**src/fsem_pkg.sv**
```systemverilog
// constants, types and register map of the fieldbus state error monitor
package fsem_pkg;

  // clock and timing
  localparam int unsigned MCLK_HZ = 100_000_000;
  localparam int unsigned LOCK_TIME_MS = 1000;
  localparam int unsigned LOCK_CYCLES = LOCK_TIME_MS * (MCLK_HZ / 1000);
  localparam int unsigned LED_TICK_MS = 200;
  localparam int unsigned LED_TICK_CYCLES = LED_TICK_MS * (MCLK_HZ / 1000);
  localparam int LOCK_W = 27;
  localparam int LED_W = 25;
  localparam int WD_W = 16;

  // register offsets (byte addresses)
  localparam logic [11:0] OFF_IRQ_STATUS = 12'h000;
  localparam logic [11:0] OFF_IRQ_MASK = 12'h004;
  localparam logic [11:0] OFF_AL_CODE = 12'h008;
  localparam logic [11:0] OFF_AL_STATE = 12'h00c;
  localparam logic [11:0] OFF_CONTROL = 12'h010;
  localparam logic [11:0] OFF_FIRST_ERR = 12'h014;
  localparam logic [11:0] OFF_SYNC_MODE = 12'h018;
  localparam logic [11:0] OFF_EVENT_REQ = 12'h220;
  localparam logic [11:0] OFF_WD_DIVIDER = 12'h400;
  localparam logic [11:0] OFF_WD_TIME = 12'h420;

  // field positions
  localparam int ALM_UNDEF = 0;
  localparam int ALM_BOOT = 1;
  localparam int ALM_LOCK = 2;
  localparam int ALM_WDOG = 3;
  localparam int ALM_N = 4;
  localparam int CTRL_CLEAR_BIT = 0;
  localparam int STATE_ALARM_LSB = 8;
  localparam int EVREQ_PDO_BIT = 10;

  // reset values
  localparam logic [15:0] WD_DIV_RST = 16'h0063;
  localparam logic [15:0] WD_TIME_RST = 16'h03e8;
  localparam logic [3:0] MASK_RST = 4'h0;

  // state request codes, also used as reported state codes
  localparam logic [3:0] REQ_INIT = 4'h1;
  localparam logic [3:0] REQ_PREOP = 4'h2;
  localparam logic [3:0] REQ_BOOT = 4'h3;
  localparam logic [3:0] REQ_SAFEOP = 4'h4;
  localparam logic [3:0] REQ_OP = 4'h8;

  // status codes and first-error numbers
  localparam logic [15:0] CODE_UNDEF = 16'h0012;
  localparam logic [15:0] CODE_BOOT = 16'h0013;
  localparam logic [15:0] CODE_LOCK = 16'h002d;
  localparam logic [15:0] CODE_WDOG = 16'h001b;
  localparam logic [2:0] NUM_UNDEF = 3'h1;
  localparam logic [2:0] NUM_BOOT = 3'h2;
  localparam logic [2:0] NUM_LOCK = 3'h3;
  localparam logic [2:0] NUM_WDOG = 3'h4;

  // indicator patterns, one bit per tick, lsb first
  localparam logic [7:0] PAT_BLINK = 8'h55;
  localparam logic [7:0] PAT_SINGLE = 8'h01;
  localparam logic [7:0] PAT_DOUBLE = 8'h05;

  typedef enum logic [1:0] {
    SYNC_FREERUN = 2'h0,
    SYNC_DC = 2'h1,
    SYNC_SM2 = 2'h2
  } fsem_sync_t;

  typedef enum logic [1:0] {
    LED_OFF = 2'h0,
    LED_BLINK = 2'h1,
    LED_SINGLE = 2'h2,
    LED_DOUBLE = 2'h3
  } fsem_led_t;

  typedef enum logic [4:0] {
    ST_INIT = 5'h01,
    ST_PREOP = 5'h02,
    ST_SYNC = 5'h04,
    ST_SAFEOP = 5'h08,
    ST_OP = 5'h10
  } fsem_state_t;

  typedef struct packed {
    logic valid;
    logic [3:0] code;
  } fsem_req_t;

  typedef struct packed {
    logic wr;
    logic rd;
    logic [11:0] addr;
    logic [31:0] wdata;
  } fsem_bus_t;

endpackage : fsem_pkg

```
**src/fsem_timeout.sv**
```systemverilog
// timeout counter: pulses once when limit ticks pass while running
`timescale 1ns/1ps
`default_nettype none
module fsem_timeout #(
  parameter int W = 16
) (
  input wire logic mclk,
  input wire logic rst,
  input wire logic run,
  input wire logic restart,
  input wire logic tick,
  input wire logic [W-1:0] limit,
  output logic fire
);

  logic [W-1:0] cnt_q;

  always_ff @(posedge mclk or posedge rst)
  begin
    if (rst)
    begin
      cnt_q <= '0;
    end
    else if (!run || restart)
    begin
      cnt_q <= '0;
    end
    else if (tick && cnt_q != limit)
    begin
      cnt_q <= cnt_q + W'(1);
    end
  end

  always_ff @(posedge mclk or posedge rst)
  begin
    if (rst)
    begin
      fire <= 1'b0;
    end
    else
    begin
      fire <= run && !restart && tick && limit != '0 && cnt_q == limit - W'(1);
    end
  end

endmodule : fsem_timeout
`default_nettype wire

```
**src/fsem_indicator.sv**
```systemverilog
// error indicator: blinking, single flash or double flash pattern
`timescale 1ns/1ps
`default_nettype none
module fsem_indicator #(
  parameter int unsigned TICK_CYCLES = fsem_pkg::LED_TICK_CYCLES
) (
  input wire logic mclk,
  input wire logic rst,
  input wire fsem_pkg::fsem_led_t mode,
  output logic led
);

  logic [fsem_pkg::LED_W-1:0] div_q;
  logic [2:0] phase_q;
  logic [7:0] pat;

  always_ff @(posedge mclk or posedge rst)
  begin
    if (rst)
    begin
      div_q <= '0;
      phase_q <= 3'h0;
    end
    else if (div_q == fsem_pkg::LED_W'(TICK_CYCLES - 1))
    begin
      div_q <= '0;
      phase_q <= phase_q + 3'h1;
    end
    else
    begin
      div_q <= div_q + fsem_pkg::LED_W'(1);
    end
  end

  always_comb
  begin
    case (mode)
      fsem_pkg::LED_BLINK: pat = fsem_pkg::PAT_BLINK;
      fsem_pkg::LED_SINGLE: pat = fsem_pkg::PAT_SINGLE;
      fsem_pkg::LED_DOUBLE: pat = fsem_pkg::PAT_DOUBLE;
      default: pat = 8'h00;
    endcase
  end

  always_ff @(posedge mclk or posedge rst)
  begin
    if (rst)
    begin
      led <= 1'b0;
    end
    else
    begin
      led <= pat[phase_q];
    end
  end

endmodule : fsem_indicator
`default_nettype wire

```
**src/fsem_monitor.sv**
```systemverilog
// fieldbus state request checker, lock and watchdog alarms, registers
//
// Decided for this implementation: the address-and-strobe port.
`timescale 1ns/1ps
`default_nettype none
module fsem_monitor #(
  parameter int unsigned LOCK_CYCLES = fsem_pkg::LOCK_CYCLES,
  parameter int unsigned LED_TICK_CYCLES = fsem_pkg::LED_TICK_CYCLES
) (
  input wire logic mclk,
  input wire logic rst,
  input wire fsem_pkg::fsem_bus_t bus,
  input wire fsem_pkg::fsem_req_t state_req,
  input wire logic pll_locked,
  input wire logic rx_pdo_event,
  output logic [31:0] rd_data,
  output logic irq,
  output logic err_led,
  output logic [15:0] al_status_code,
  output logic [3:0] al_state
);

  fsem_pkg::fsem_state_t state_q;
  fsem_pkg::fsem_sync_t sync_mode_q;
  fsem_pkg::fsem_led_t led_mode_q;
  logic [fsem_pkg::ALM_N-1:0] alarm_q;
  logic [fsem_pkg::ALM_N-1:0] irq_stat_q;
  logic [fsem_pkg::ALM_N-1:0] irq_mask_q;
  logic [2:0] first_q;
  logic [15:0] wd_div_q;
  logic [15:0] wd_time_q;
  logic [15:0] pre_q;
  logic evreq_q;
  logic [fsem_pkg::ALM_N-1:0] ev;
  logic req_defined;
  logic clear_cmd;
  logic lock_fire;
  logic wd_fire;
  logic wd_run;
  logic wd_tick;
  logic [3:0] state_code;

  // request decode
  always_comb
  begin
    case (state_req.code)
      fsem_pkg::REQ_INIT,
      fsem_pkg::REQ_PREOP,
      fsem_pkg::REQ_BOOT,
      fsem_pkg::REQ_SAFEOP,
      fsem_pkg::REQ_OP: req_defined = 1'b1;
      default: req_defined = 1'b0;
    endcase
  end

  assign clear_cmd = bus.wr && bus.addr == fsem_pkg::OFF_CONTROL
    && bus.wdata[fsem_pkg::CTRL_CLEAR_BIT];

  always_comb
  begin
    ev = '0;
    ev[fsem_pkg::ALM_UNDEF] = state_req.valid && !req_defined;
    ev[fsem_pkg::ALM_BOOT] = state_req.valid && state_req.code == fsem_pkg::REQ_BOOT
      && state_q == fsem_pkg::ST_INIT;
    ev[fsem_pkg::ALM_LOCK] = lock_fire;
    ev[fsem_pkg::ALM_WDOG] = wd_fire && state_q == fsem_pkg::ST_OP;
  end

  // lock timer runs from entry into the synchronising state
  fsem_timeout #(
    .W(fsem_pkg::LOCK_W)
  ) u_lock_timer (
    .mclk(mclk),
    .rst(rst),
    .run(state_q == fsem_pkg::ST_SYNC && !pll_locked),
    .restart(1'b0),
    .tick(1'b1),
    .limit(fsem_pkg::LOCK_W'(LOCK_CYCLES)),
    .fire(lock_fire)
  );

  // only the receive channel has a watchdog, and only in OP
  assign wd_run = state_q == fsem_pkg::ST_OP && wd_time_q != 16'h0000;
  assign wd_tick = pre_q == wd_div_q;

  always_ff @(posedge mclk or posedge rst)
  begin
    if (rst)
    begin
      pre_q <= 16'h0000;
    end
    else if (!wd_run || rx_pdo_event || wd_tick)
    begin
      pre_q <= 16'h0000;
    end
    else
    begin
      pre_q <= pre_q + 16'h0001;
    end
  end

  fsem_timeout #(
    .W(fsem_pkg::WD_W)
  ) u_wd_timer (
    .mclk(mclk),
    .rst(rst),
    .run(wd_run),
    .restart(rx_pdo_event),
    .tick(wd_tick),
    .limit(wd_time_q),
    .fire(wd_fire)
  );

  // slave state machine
  always_ff @(posedge mclk or posedge rst)
  begin
    if (rst)
    begin
      state_q <= fsem_pkg::ST_INIT;
    end
    else if (ev[fsem_pkg::ALM_WDOG])
    begin
      state_q <= fsem_pkg::ST_SAFEOP;
    end
    else if (ev[fsem_pkg::ALM_UNDEF])
    begin
      if (state_q == fsem_pkg::ST_OP)
      begin
        state_q <= fsem_pkg::ST_SAFEOP;
      end
    end
    else if (ev[fsem_pkg::ALM_LOCK])
    begin
      state_q <= fsem_pkg::ST_PREOP;
    end
    else if (state_req.valid && state_req.code != fsem_pkg::REQ_BOOT)
    begin
      case (state_req.code)
        fsem_pkg::REQ_INIT: state_q <= fsem_pkg::ST_INIT;
        fsem_pkg::REQ_PREOP: state_q <= fsem_pkg::ST_PREOP;
        fsem_pkg::REQ_SAFEOP:
          if (state_q == fsem_pkg::ST_PREOP)
          begin
            state_q <= (sync_mode_q == fsem_pkg::SYNC_FREERUN) ? fsem_pkg::ST_SAFEOP
              : fsem_pkg::ST_SYNC;
          end
          else if (state_q == fsem_pkg::ST_OP)
          begin
            state_q <= fsem_pkg::ST_SAFEOP;
          end
        fsem_pkg::REQ_OP:
          if (state_q == fsem_pkg::ST_SAFEOP)
          begin
            state_q <= fsem_pkg::ST_OP;
          end
        default: state_q <= state_q;
      endcase
    end
    else if (state_q == fsem_pkg::ST_SYNC && pll_locked)
    begin
      state_q <= fsem_pkg::ST_SAFEOP;
    end
  end

  // alarm latches, set wins over clear
  always_ff @(posedge mclk or posedge rst)
  begin
    if (rst)
    begin
      alarm_q <= '0;
    end
    else
    begin
      alarm_q <= (clear_cmd ? '0 : alarm_q) | ev;
    end
  end

  // status code and indicator follow the latest error
  always_ff @(posedge mclk or posedge rst)
  begin
    if (rst)
    begin
      al_status_code <= 16'h0000;
      led_mode_q <= fsem_pkg::LED_OFF;
    end
    else if (ev[fsem_pkg::ALM_WDOG])
    begin
      al_status_code <= fsem_pkg::CODE_WDOG;
      led_mode_q <= fsem_pkg::LED_DOUBLE;
    end
    else if (ev[fsem_pkg::ALM_LOCK])
    begin
      al_status_code <= fsem_pkg::CODE_LOCK;
      led_mode_q <= fsem_pkg::LED_SINGLE;
    end
    else if (ev[fsem_pkg::ALM_UNDEF])
    begin
      al_status_code <= fsem_pkg::CODE_UNDEF;
      led_mode_q <= fsem_pkg::LED_BLINK;
    end
    else if (ev[fsem_pkg::ALM_BOOT])
    begin
      al_status_code <= fsem_pkg::CODE_BOOT;
      led_mode_q <= fsem_pkg::LED_BLINK;
    end
    else if (clear_cmd)
    begin
      al_status_code <= 16'h0000;
      led_mode_q <= fsem_pkg::LED_OFF;
    end
  end

  // first error number held until cleared
  always_ff @(posedge mclk or posedge rst)
  begin
    if (rst)
    begin
      first_q <= 3'h0;
    end
    else if (first_q == 3'h0 || clear_cmd)
    begin
      if (ev[fsem_pkg::ALM_WDOG])
        first_q <= fsem_pkg::NUM_WDOG;
      else if (ev[fsem_pkg::ALM_LOCK])
        first_q <= fsem_pkg::NUM_LOCK;
      else if (ev[fsem_pkg::ALM_UNDEF])
        first_q <= fsem_pkg::NUM_UNDEF;
      else if (ev[fsem_pkg::ALM_BOOT])
        first_q <= fsem_pkg::NUM_BOOT;
      else
        first_q <= 3'h0;
    end
  end

  fsem_indicator #(
    .TICK_CYCLES(LED_TICK_CYCLES)
  ) u_indicator (
    .mclk(mclk),
    .rst(rst),
    .mode(led_mode_q),
    .led(err_led)
  );

  // software registers
  always_ff @(posedge mclk or posedge rst)
  begin
    if (rst)
    begin
      irq_mask_q <= fsem_pkg::MASK_RST;
      sync_mode_q <= fsem_pkg::SYNC_FREERUN;
      wd_div_q <= fsem_pkg::WD_DIV_RST;
      wd_time_q <= fsem_pkg::WD_TIME_RST;
    end
    else if (bus.wr)
    begin
      case (bus.addr)
        fsem_pkg::OFF_IRQ_MASK: irq_mask_q <= bus.wdata[fsem_pkg::ALM_N-1:0];
        fsem_pkg::OFF_SYNC_MODE: sync_mode_q <= fsem_pkg::fsem_sync_t'(bus.wdata[1:0]);
        fsem_pkg::OFF_WD_DIVIDER: wd_div_q <= bus.wdata[15:0];
        fsem_pkg::OFF_WD_TIME: wd_time_q <= bus.wdata[15:0];
        default: wd_div_q <= wd_div_q;
      endcase
    end
  end

  // interrupt status, write one to clear, set wins
  always_ff @(posedge mclk or posedge rst)
  begin
    if (rst)
    begin
      irq_stat_q <= '0;
    end
    else if (bus.wr && bus.addr == fsem_pkg::OFF_IRQ_STATUS)
    begin
      irq_stat_q <= (irq_stat_q & ~bus.wdata[fsem_pkg::ALM_N-1:0]) | ev;
    end
    else
    begin
      irq_stat_q <= irq_stat_q | ev;
    end
  end

  always_ff @(posedge mclk or posedge rst)
  begin
    if (rst)
    begin
      irq <= 1'b0;
    end
    else
    begin
      irq <= |(irq_stat_q & irq_mask_q);
    end
  end

  // receive event flag, cleared by reading it, set wins
  always_ff @(posedge mclk or posedge rst)
  begin
    if (rst)
    begin
      evreq_q <= 1'b0;
    end
    else
    begin
      evreq_q <= (evreq_q && !(bus.rd && bus.addr == fsem_pkg::OFF_EVENT_REQ)) || rx_pdo_event;
    end
  end

  always_comb
  begin
    case (state_q)
      fsem_pkg::ST_INIT: state_code = fsem_pkg::REQ_INIT;
      fsem_pkg::ST_PREOP,
      fsem_pkg::ST_SYNC: state_code = fsem_pkg::REQ_PREOP;
      fsem_pkg::ST_SAFEOP: state_code = fsem_pkg::REQ_SAFEOP;
      fsem_pkg::ST_OP: state_code = fsem_pkg::REQ_OP;
      default: state_code = fsem_pkg::REQ_INIT;
    endcase
  end

  always_ff @(posedge mclk or posedge rst)
  begin
    if (rst)
    begin
      al_state <= fsem_pkg::REQ_INIT;
    end
    else
    begin
      al_state <= state_code;
    end
  end

  // read data, one cycle after the strobe, zero otherwise
  always_ff @(posedge mclk or posedge rst)
  begin
    if (rst)
    begin
      rd_data <= 32'h0000_0000;
    end
    else if (!bus.rd)
    begin
      rd_data <= 32'h0000_0000;
    end
    else
    begin
      case (bus.addr)
        fsem_pkg::OFF_IRQ_STATUS: rd_data <= {28'h0000000, irq_stat_q};
        fsem_pkg::OFF_IRQ_MASK: rd_data <= {28'h0000000, irq_mask_q};
        fsem_pkg::OFF_AL_CODE: rd_data <= {16'h0000, al_status_code};
        fsem_pkg::OFF_AL_STATE: rd_data <= {20'h00000, alarm_q, 4'h0, state_code};
        fsem_pkg::OFF_FIRST_ERR: rd_data <= {29'h00000000, first_q};
        fsem_pkg::OFF_SYNC_MODE: rd_data <= {30'h00000000, sync_mode_q};
        fsem_pkg::OFF_EVENT_REQ: rd_data <= 32'(evreq_q) << fsem_pkg::EVREQ_PDO_BIT;
        fsem_pkg::OFF_WD_DIVIDER: rd_data <= {16'h0000, wd_div_q};
        fsem_pkg::OFF_WD_TIME: rd_data <= {16'h0000, wd_time_q};
        default: rd_data <= 32'h0000_0000;
      endcase
    end
  end

  // helper: cycles spent in the synchronising state
  logic [fsem_pkg::LOCK_W-1:0] sync_age_q;

  always_ff @(posedge mclk or posedge rst)
  begin
    if (rst)
      sync_age_q <= '0;
    else if (state_q != fsem_pkg::ST_SYNC || pll_locked)
      sync_age_q <= '0;
    else
      sync_age_q <= sync_age_q + fsem_pkg::LOCK_W'(1);
  end
endmodule : fsem_monitor
`default_nettype wire

```
**config.mk**
```make
export PLATFORM = sky130hd
export DESIGN_NAME = fsem_monitor
export DESIGN_NICKNAME = d
export VERILOG_FILES = /design/src/fsem_pkg.sv /design/src/fsem_timeout.sv /design/src/fsem_indicator.sv /design/src/fsem_monitor.sv
export SDC_FILE = /design/constraint.sdc
export NUM_CORES = 1
export LEC_CHECK = 0
export BUFFER_PORTS_ARGS = -buffer_cell sky130_fd_sc_hd__buf_2
export CORE_MARGIN = 4
export CORE_UTILIZATION = 39
export DETAILED_ROUTE_END_ITERATION = 10
export SYNTH_ARGS = -nofsm -noshare
export SYNTH_HDL_FRONTEND = slang
export SYNTH_SLANG_ARGS = --single-unit
```
**constraint.sdc**
```tcl
create_clock -name mclk -period 5.55 [get_ports mclk]
set_input_delay 0.555 -clock mclk [delete_from_list [all_inputs] [get_ports mclk]]
set_output_delay 0.555 -clock mclk [all_outputs]
set_load 0.02 [all_outputs]
```
# --- Yosys cells after proc, flatten, opt, wreduce, memory -nomap -nowiden ---
# Cells that the tools add are included.
word_totals:
  elab_cells: 149
  register_bits: 200
op_classes:
  n_addsub: 6
  n_eq_ne: 32
  bitwise: 6
  reduce_logical: 43
  magnitude_cmp: 1
  mux: 39
ops:
  columns: ["cell", "count"]
  rows:
  - ["16-bit 2-to-1 mux", 9]
  - ["16-bit case mux with 9 select lines", 1]
  - ["27-bit 2-to-1 mux", 2]
  - ["5-bit 2-to-1 mux", 8]
  - ["12-bit by 5-bit equality test with 1-bit output (second input constant)", 3]
  - ["16-bit by 1-bit adder with 16-bit output (second input constant)", 2]
  - ["16-bit equality test", 2]
  - ["27-bit by 1-bit adder with 27-bit output (second input constant)", 1]
  - ["27-bit equality test (second input constant)", 1]
  - ["27-bit inequality test (second input constant)", 1]
  - ["25-bit by 1-bit adder with 25-bit output (second input constant)", 1]
  - ["25-bit equality test (second input constant)", 1]
  - ["25-bit 2-to-1 mux", 1]
  - ["12-bit by 11-bit equality test with 1-bit output (second input constant)", 2]
  - ["12-bit by 4-bit equality test with 1-bit output (second input constant)", 2]
  - ["7-bit case mux with 3 select lines", 1]
  - ["5-bit case mux with 4 select lines", 1]
  - ["1-bit logical AND", 19]
  - ["2-bit 2-to-1 mux", 8]
  - ["16-bit inequality test", 1]
  - ["16-bit nonzero test", 1]
  - ["16-bit by 1-bit subtractor with 16-bit output (second input constant)", 1]
  - ["12-bit by 10-bit equality test with 1-bit output (second input constant)", 1]
  - ["12-bit by 3-bit equality test with 1-bit output (second input constant)", 1]
  - ["37 further kinds", 56]

# --- Longest topological paths before layout ---
logic_depth:
  ltp_word: 8
  mapped_depth: 9
  depth_no_buf: 8

# --- Modules after synthesis ---
# Synthesis repeated with hierarchy kept, for this count alone.
unflattened:
  cells_unflattened: 1126
  hier_area_um2: 10716.5
by_module_without_submodules:
  columns: ["module", "cells_each", "instances", "area_per_inst_um2"]
  rows:
  - ["fsem_monitor", 479, 1, 5158.7]
  - ["fsem_timeout at u_lock_timer", 314, 1, 2497.4]
  - ["fsem_timeout at u_wd_timer", 199, 1, 1649.1]
  - ["fsem_indicator", 134, 1, 1411.4]

# --- Worst setup path after synthesis ---
# OpenSTA, ideal clock, no wires.
synth_timing:
  kind: "register -> register"
  start: "reg wd_time_q[0]"
  end: "reg u_wd_timer.fire"
  setup_time_ps: 94
  setup_slack_ps: 2939
  period_less_slack_ps: 2611
  path_buffers: 1
  t_arrival_ps: 2517
  required_ps: 5456
  stages_incl_launch_ff: 10
  cell_sequence: "dfrtp_1 > inv_1 > ha_1 > or3b_2 > clkbuf_1 > o31ai_1 > nand4_1 > a2111o_1 > a2111o_1 > a221oi_2"
synth_via:
  elab_chain_cells: 6
  word_cells_on_any_way: 8
  cone_classes: "1 x add/sub; 1 x eq/ne; 6 x reduce/logical"
synth_lines:
  columns: ["element", "line_no", "text"]
  rows:
  - ["start, declared", "fsem_monitor.sv:31", "logic [15:0] wd_time_q;"]
  - ["start signal, assigned", "fsem_monitor.sv:252", "wd_time_q <= fsem_pkg::WD_TIME_RST;"]
  - ["start signal, assigned", "fsem_monitor.sv:260", "fsem_pkg::OFF_WD_TIME: wd_time_q <= bus.wdata[15:0];"]
  - ["parallel branches: the longest is 5 deep, another holds 16-bit by 1-bit subtractor with 16-bit output", null, null]
  - ["1-bit logical AND *", "fsem_timeout.sv:42", "fire <= run && !restart && tick && limit != '0 && cnt_q == limit - W'(1);"]
  - ["end signal, assigned", "fsem_timeout.sv:42", null]
  - ["end, declared", "fsem_timeout.sv:13", "output logic fire"]
# Every way passes the cells marked *.
# A chain may end at the register's enable or synchronous reset.

# --- Worst setup path after layout ---
# Ends and elaborated chain as after synthesis.

==> out/qor.yml <==
path_max_fanout: 6
dp_hpwl_um: 15300
wirelength_um: 21260
cts_root_buf: "clkbuf_16"
reg2regPathDepth: 8
critPathLaunchType: "register"
grt_max_degree: 98
die-area_mm2: 0.02558
synth_area_leaders: "dfrtp_1, xor2_1, mux2_2, xnor2_1, nor2_1"
async_flop_share_pct: 100.0
hold_viol_final: 0
insertion_delay_ns: 0.44
dp.cells: 1217
grt_pass1_wl_um: 34910
synthMostInstantiatedCell: "dfrtp_1"
antenna_found_initial: 0
r2r_end: "u_wd_timer.fire$_DFF_PP0_"
synth_edf_count: 0
drc: 0
portBuffers: 66
h-tree-depth: 4
synth_cells: 896
setup_tns_ns: 0
ys_seq_area_share_pct: 47.42
first_pass_iters: 5
ios: 109
die_x_um: 159.9
fmax_ghz: 0.3319
rsz0062_at_grt: "false"
worst_setup_path_end_kind: "register"
cts_hold_buf: 0
tightest_slew_ns: 1.197
post_drt_wl_per_cell_um: 17.02
antennaDiodeCount: 0
r2r_start: "wd_time_q[0]$_DFFE_PP0P_"
via_count: 6777
finClkSkew_ns: 0.01453
regToRegSetupSlack_ns: 2.54
ys.flop_type: "dfrtp_1"
hp-class: "in2async"
core_mm2: 0.02271
yosys_warnings: 0
fin_crit_sh_pct: 54.28
ys_types: 67
worstPathArrival_ns: 3.32
leakage_nw: 4.571
setup_viol_count_final: 0
power_density_mw_per_mm2: 263.8
netlist_area_mm2: 0.009004
drv_slew: 0
globalRoute.totalOverflow: 0
path_clk_slew_ns: 0.08
post-cts-setup-buffers: 0
area_growth_pct: 12.21
ys_ff_latch: 170
clk_path_buf_depth: 2
die_h_um: 159.9
final_nets: 1013
path_class: "reg2reg"
max-vdd-ir-drop_v: 0.0001859
yosys-top-cells-count: "dfrtp_1, nor2_1, nand2_1"
period_needed_ns: 3.013
postPlaceCellArea_mm2: 0.009500
layout-drive-gt1-share_pct: 17.53
yosysTopAreaCellShare_pct: 43.91
drt_iter0_drc: 522
via_per_inst: 5.426
dp_slack_ns: 2.295
grtUsageTotal_pct: 16.86
slew-limit-headroom_pct: 19.69
avgSynthCellArea_um2: 10.05
initial_core_util_pct: 39.65
setup_slack_ns: 2.537
gp_congestion: 0.8509
finalPower_w: 0.002665
drtAntennaViolNets: 0
grt_pass1_vias: 6544
crit_required_ns: 5.86
cts-resized-gates: 0
stdcell_count: 1249
cts_buffers: 17
maxCapViolCount: 0
status: "completed"
cts_tree: "yes"
clock_sinks: 170
final_design_area_no_fill_mm2: 0.01010
yosysTopAreaCell: "dfrtp_1"
rows: 55
## per-stage QoR
step | utilization, % | hold slack, ns
after floorplan | - | 0.4387
after global placement | 41.83 | 0.4599
after detailed placement | 41.83 | 0.4669
after CTS | 44.49 | 0.2334
after global routing | 44.49 | 0.2555
final | 44.49 | 0.1876
## registers in the layout, summed over array words and instances (netlist names), 2 cells and up
register / cells
u_lock_timer.cnt_q: 27
u_indicator.div_q: 25
pre_q: 16
rd_data: 16
u_wd_timer.cnt_q: 16
wd_div_q: 16
wd_time_q: 16
state_q: 5
al_state: 4
al_status_code: 4
alarm_q: 4
irq_mask_q: 4
irq_stat_q: 4
first_q: 3
u_indicator.phase_q: 3
sync_mode_q: 2
## final cells by class
class	instances	area [um^2]
clock buffers	17	425.4
clock inverters	15	177.7
fillers	2193	12610
inverters	19	76.32
multi-input cells	670	4403
flip-flops and latches	170	4269
well taps	285	356.6
repair buffers	73	395.4
## placed cells by master, fill, tap and decap left out, types with 4 or more instances in the layout
| cell type | count |
|---|---|
| a31oi_1 | 6 |
| mux2_2 | 39 |
| nor4b_1 | 8 |
| a21oi_1 | 19 |
| o21ai_0 | 14 |
| dfstp_2 | 12 |
| a222oi_1 | 6 |
| o211ai_1 | 4 |
| nand2_1 | 71 |
| inv_6 | 7 |
| nand2b_1 | 8 |
| a22oi_1 | 10 |
| nand4_1 | 25 |
| nand3_1 | 32 |
| o31ai_1 | 4 |
| and4_1 | 11 |
| dfrtp_1 | 158 |
| nor2b_1 | 6 |
| nand3b_1 | 4 |
| mux2i_1 | 8 |
| nor3_1 | 19 |
| a211oi_1 | 5 |
| conb_1 | 26 |
| nor4_1 | 21 |
| ha_1 | 7 |
| xnor2_1 | 49 |
| a22o_1 | 4 |
| or3_1 | 9 |
| xor2_1 | 60 |
| and3_1 | 24 |
| inv_1 | 18 |
| nor2_1 | 103 |
| buf_4 | 6 |
| and2_1 | 6 |
| nor3b_1 | 6 |
| a21o_1 | 11 |
| or4_1 | 4 |
| clkbuf_16 | 17 |
| buf_2 | 66 |
## routing by layer
layer | global-route usage, % | part of all wire [%]
met5 | 0 | 0
met4 | 5.984 | 2.2
met1 | 23.77 | 48
met2 | 26.22 | 46
met3 | 3.019 | 4.0
## critical path, cell delays in order (launching register included)
cell	delay [ns]
dfrtp_1	0.47
inv_1	0.15
ha_1	0.26
or3b_2	0.55
o31ai_1	0.28
nand4_1	0.14
a2111o_1	0.36
a2111o_1	0.40
a221oi_2	0.28
## worst max-delay path by stage
stage / from / endpoint / cells past startpoint
global route: pre_q[7]$_DFF_PP0_ / u_wd_timer.cnt_q[15]$_DFFE_PP0P_ / 6
detailed placement: bus[33] / wd_time_q[10]$_DFFE_PP0P_ / 8
global placement: bus[33] / wd_time_q[12]$_DFFE_PP0P_ / 8
finish: wd_time_q[0]$_DFFE_PP0P_ / u_wd_timer.fire$_DFF_PP0_ / 8
CTS: wd_time_q[0]$_DFFE_PP0P_ / u_wd_timer.fire$_DFF_PP0_ / 8
floorplan: rst / al_state[1]$_DFF_PP0_ / 1
## power breakdown
| group | switching, W | total [W] | internal (W) |
|---|---|---|---|
| logic | 0.000113 | 0.000163 | 0.0000501 |
| clock network | 0.000574 | 0.00122 | 0.000646 |
| registers | 0.0000214 | 0.00128 | 0.00126 |
| total | 0.000709 | 0.00267 | 0.00196 |
## cells by family after synthesis
family          Yosys count  share of synthesized area, %
compound gates          114                         9.283
xor+xnor                109                         10.60
fa+ha+maj                 7                        0.9727
buf+inv                  81                         4.725
flops                   170                         47.42
mux                      47                         5.767
other cells               1                       0.04165
simple gates            367                         21.19
(Power assumes the default switching activity.)
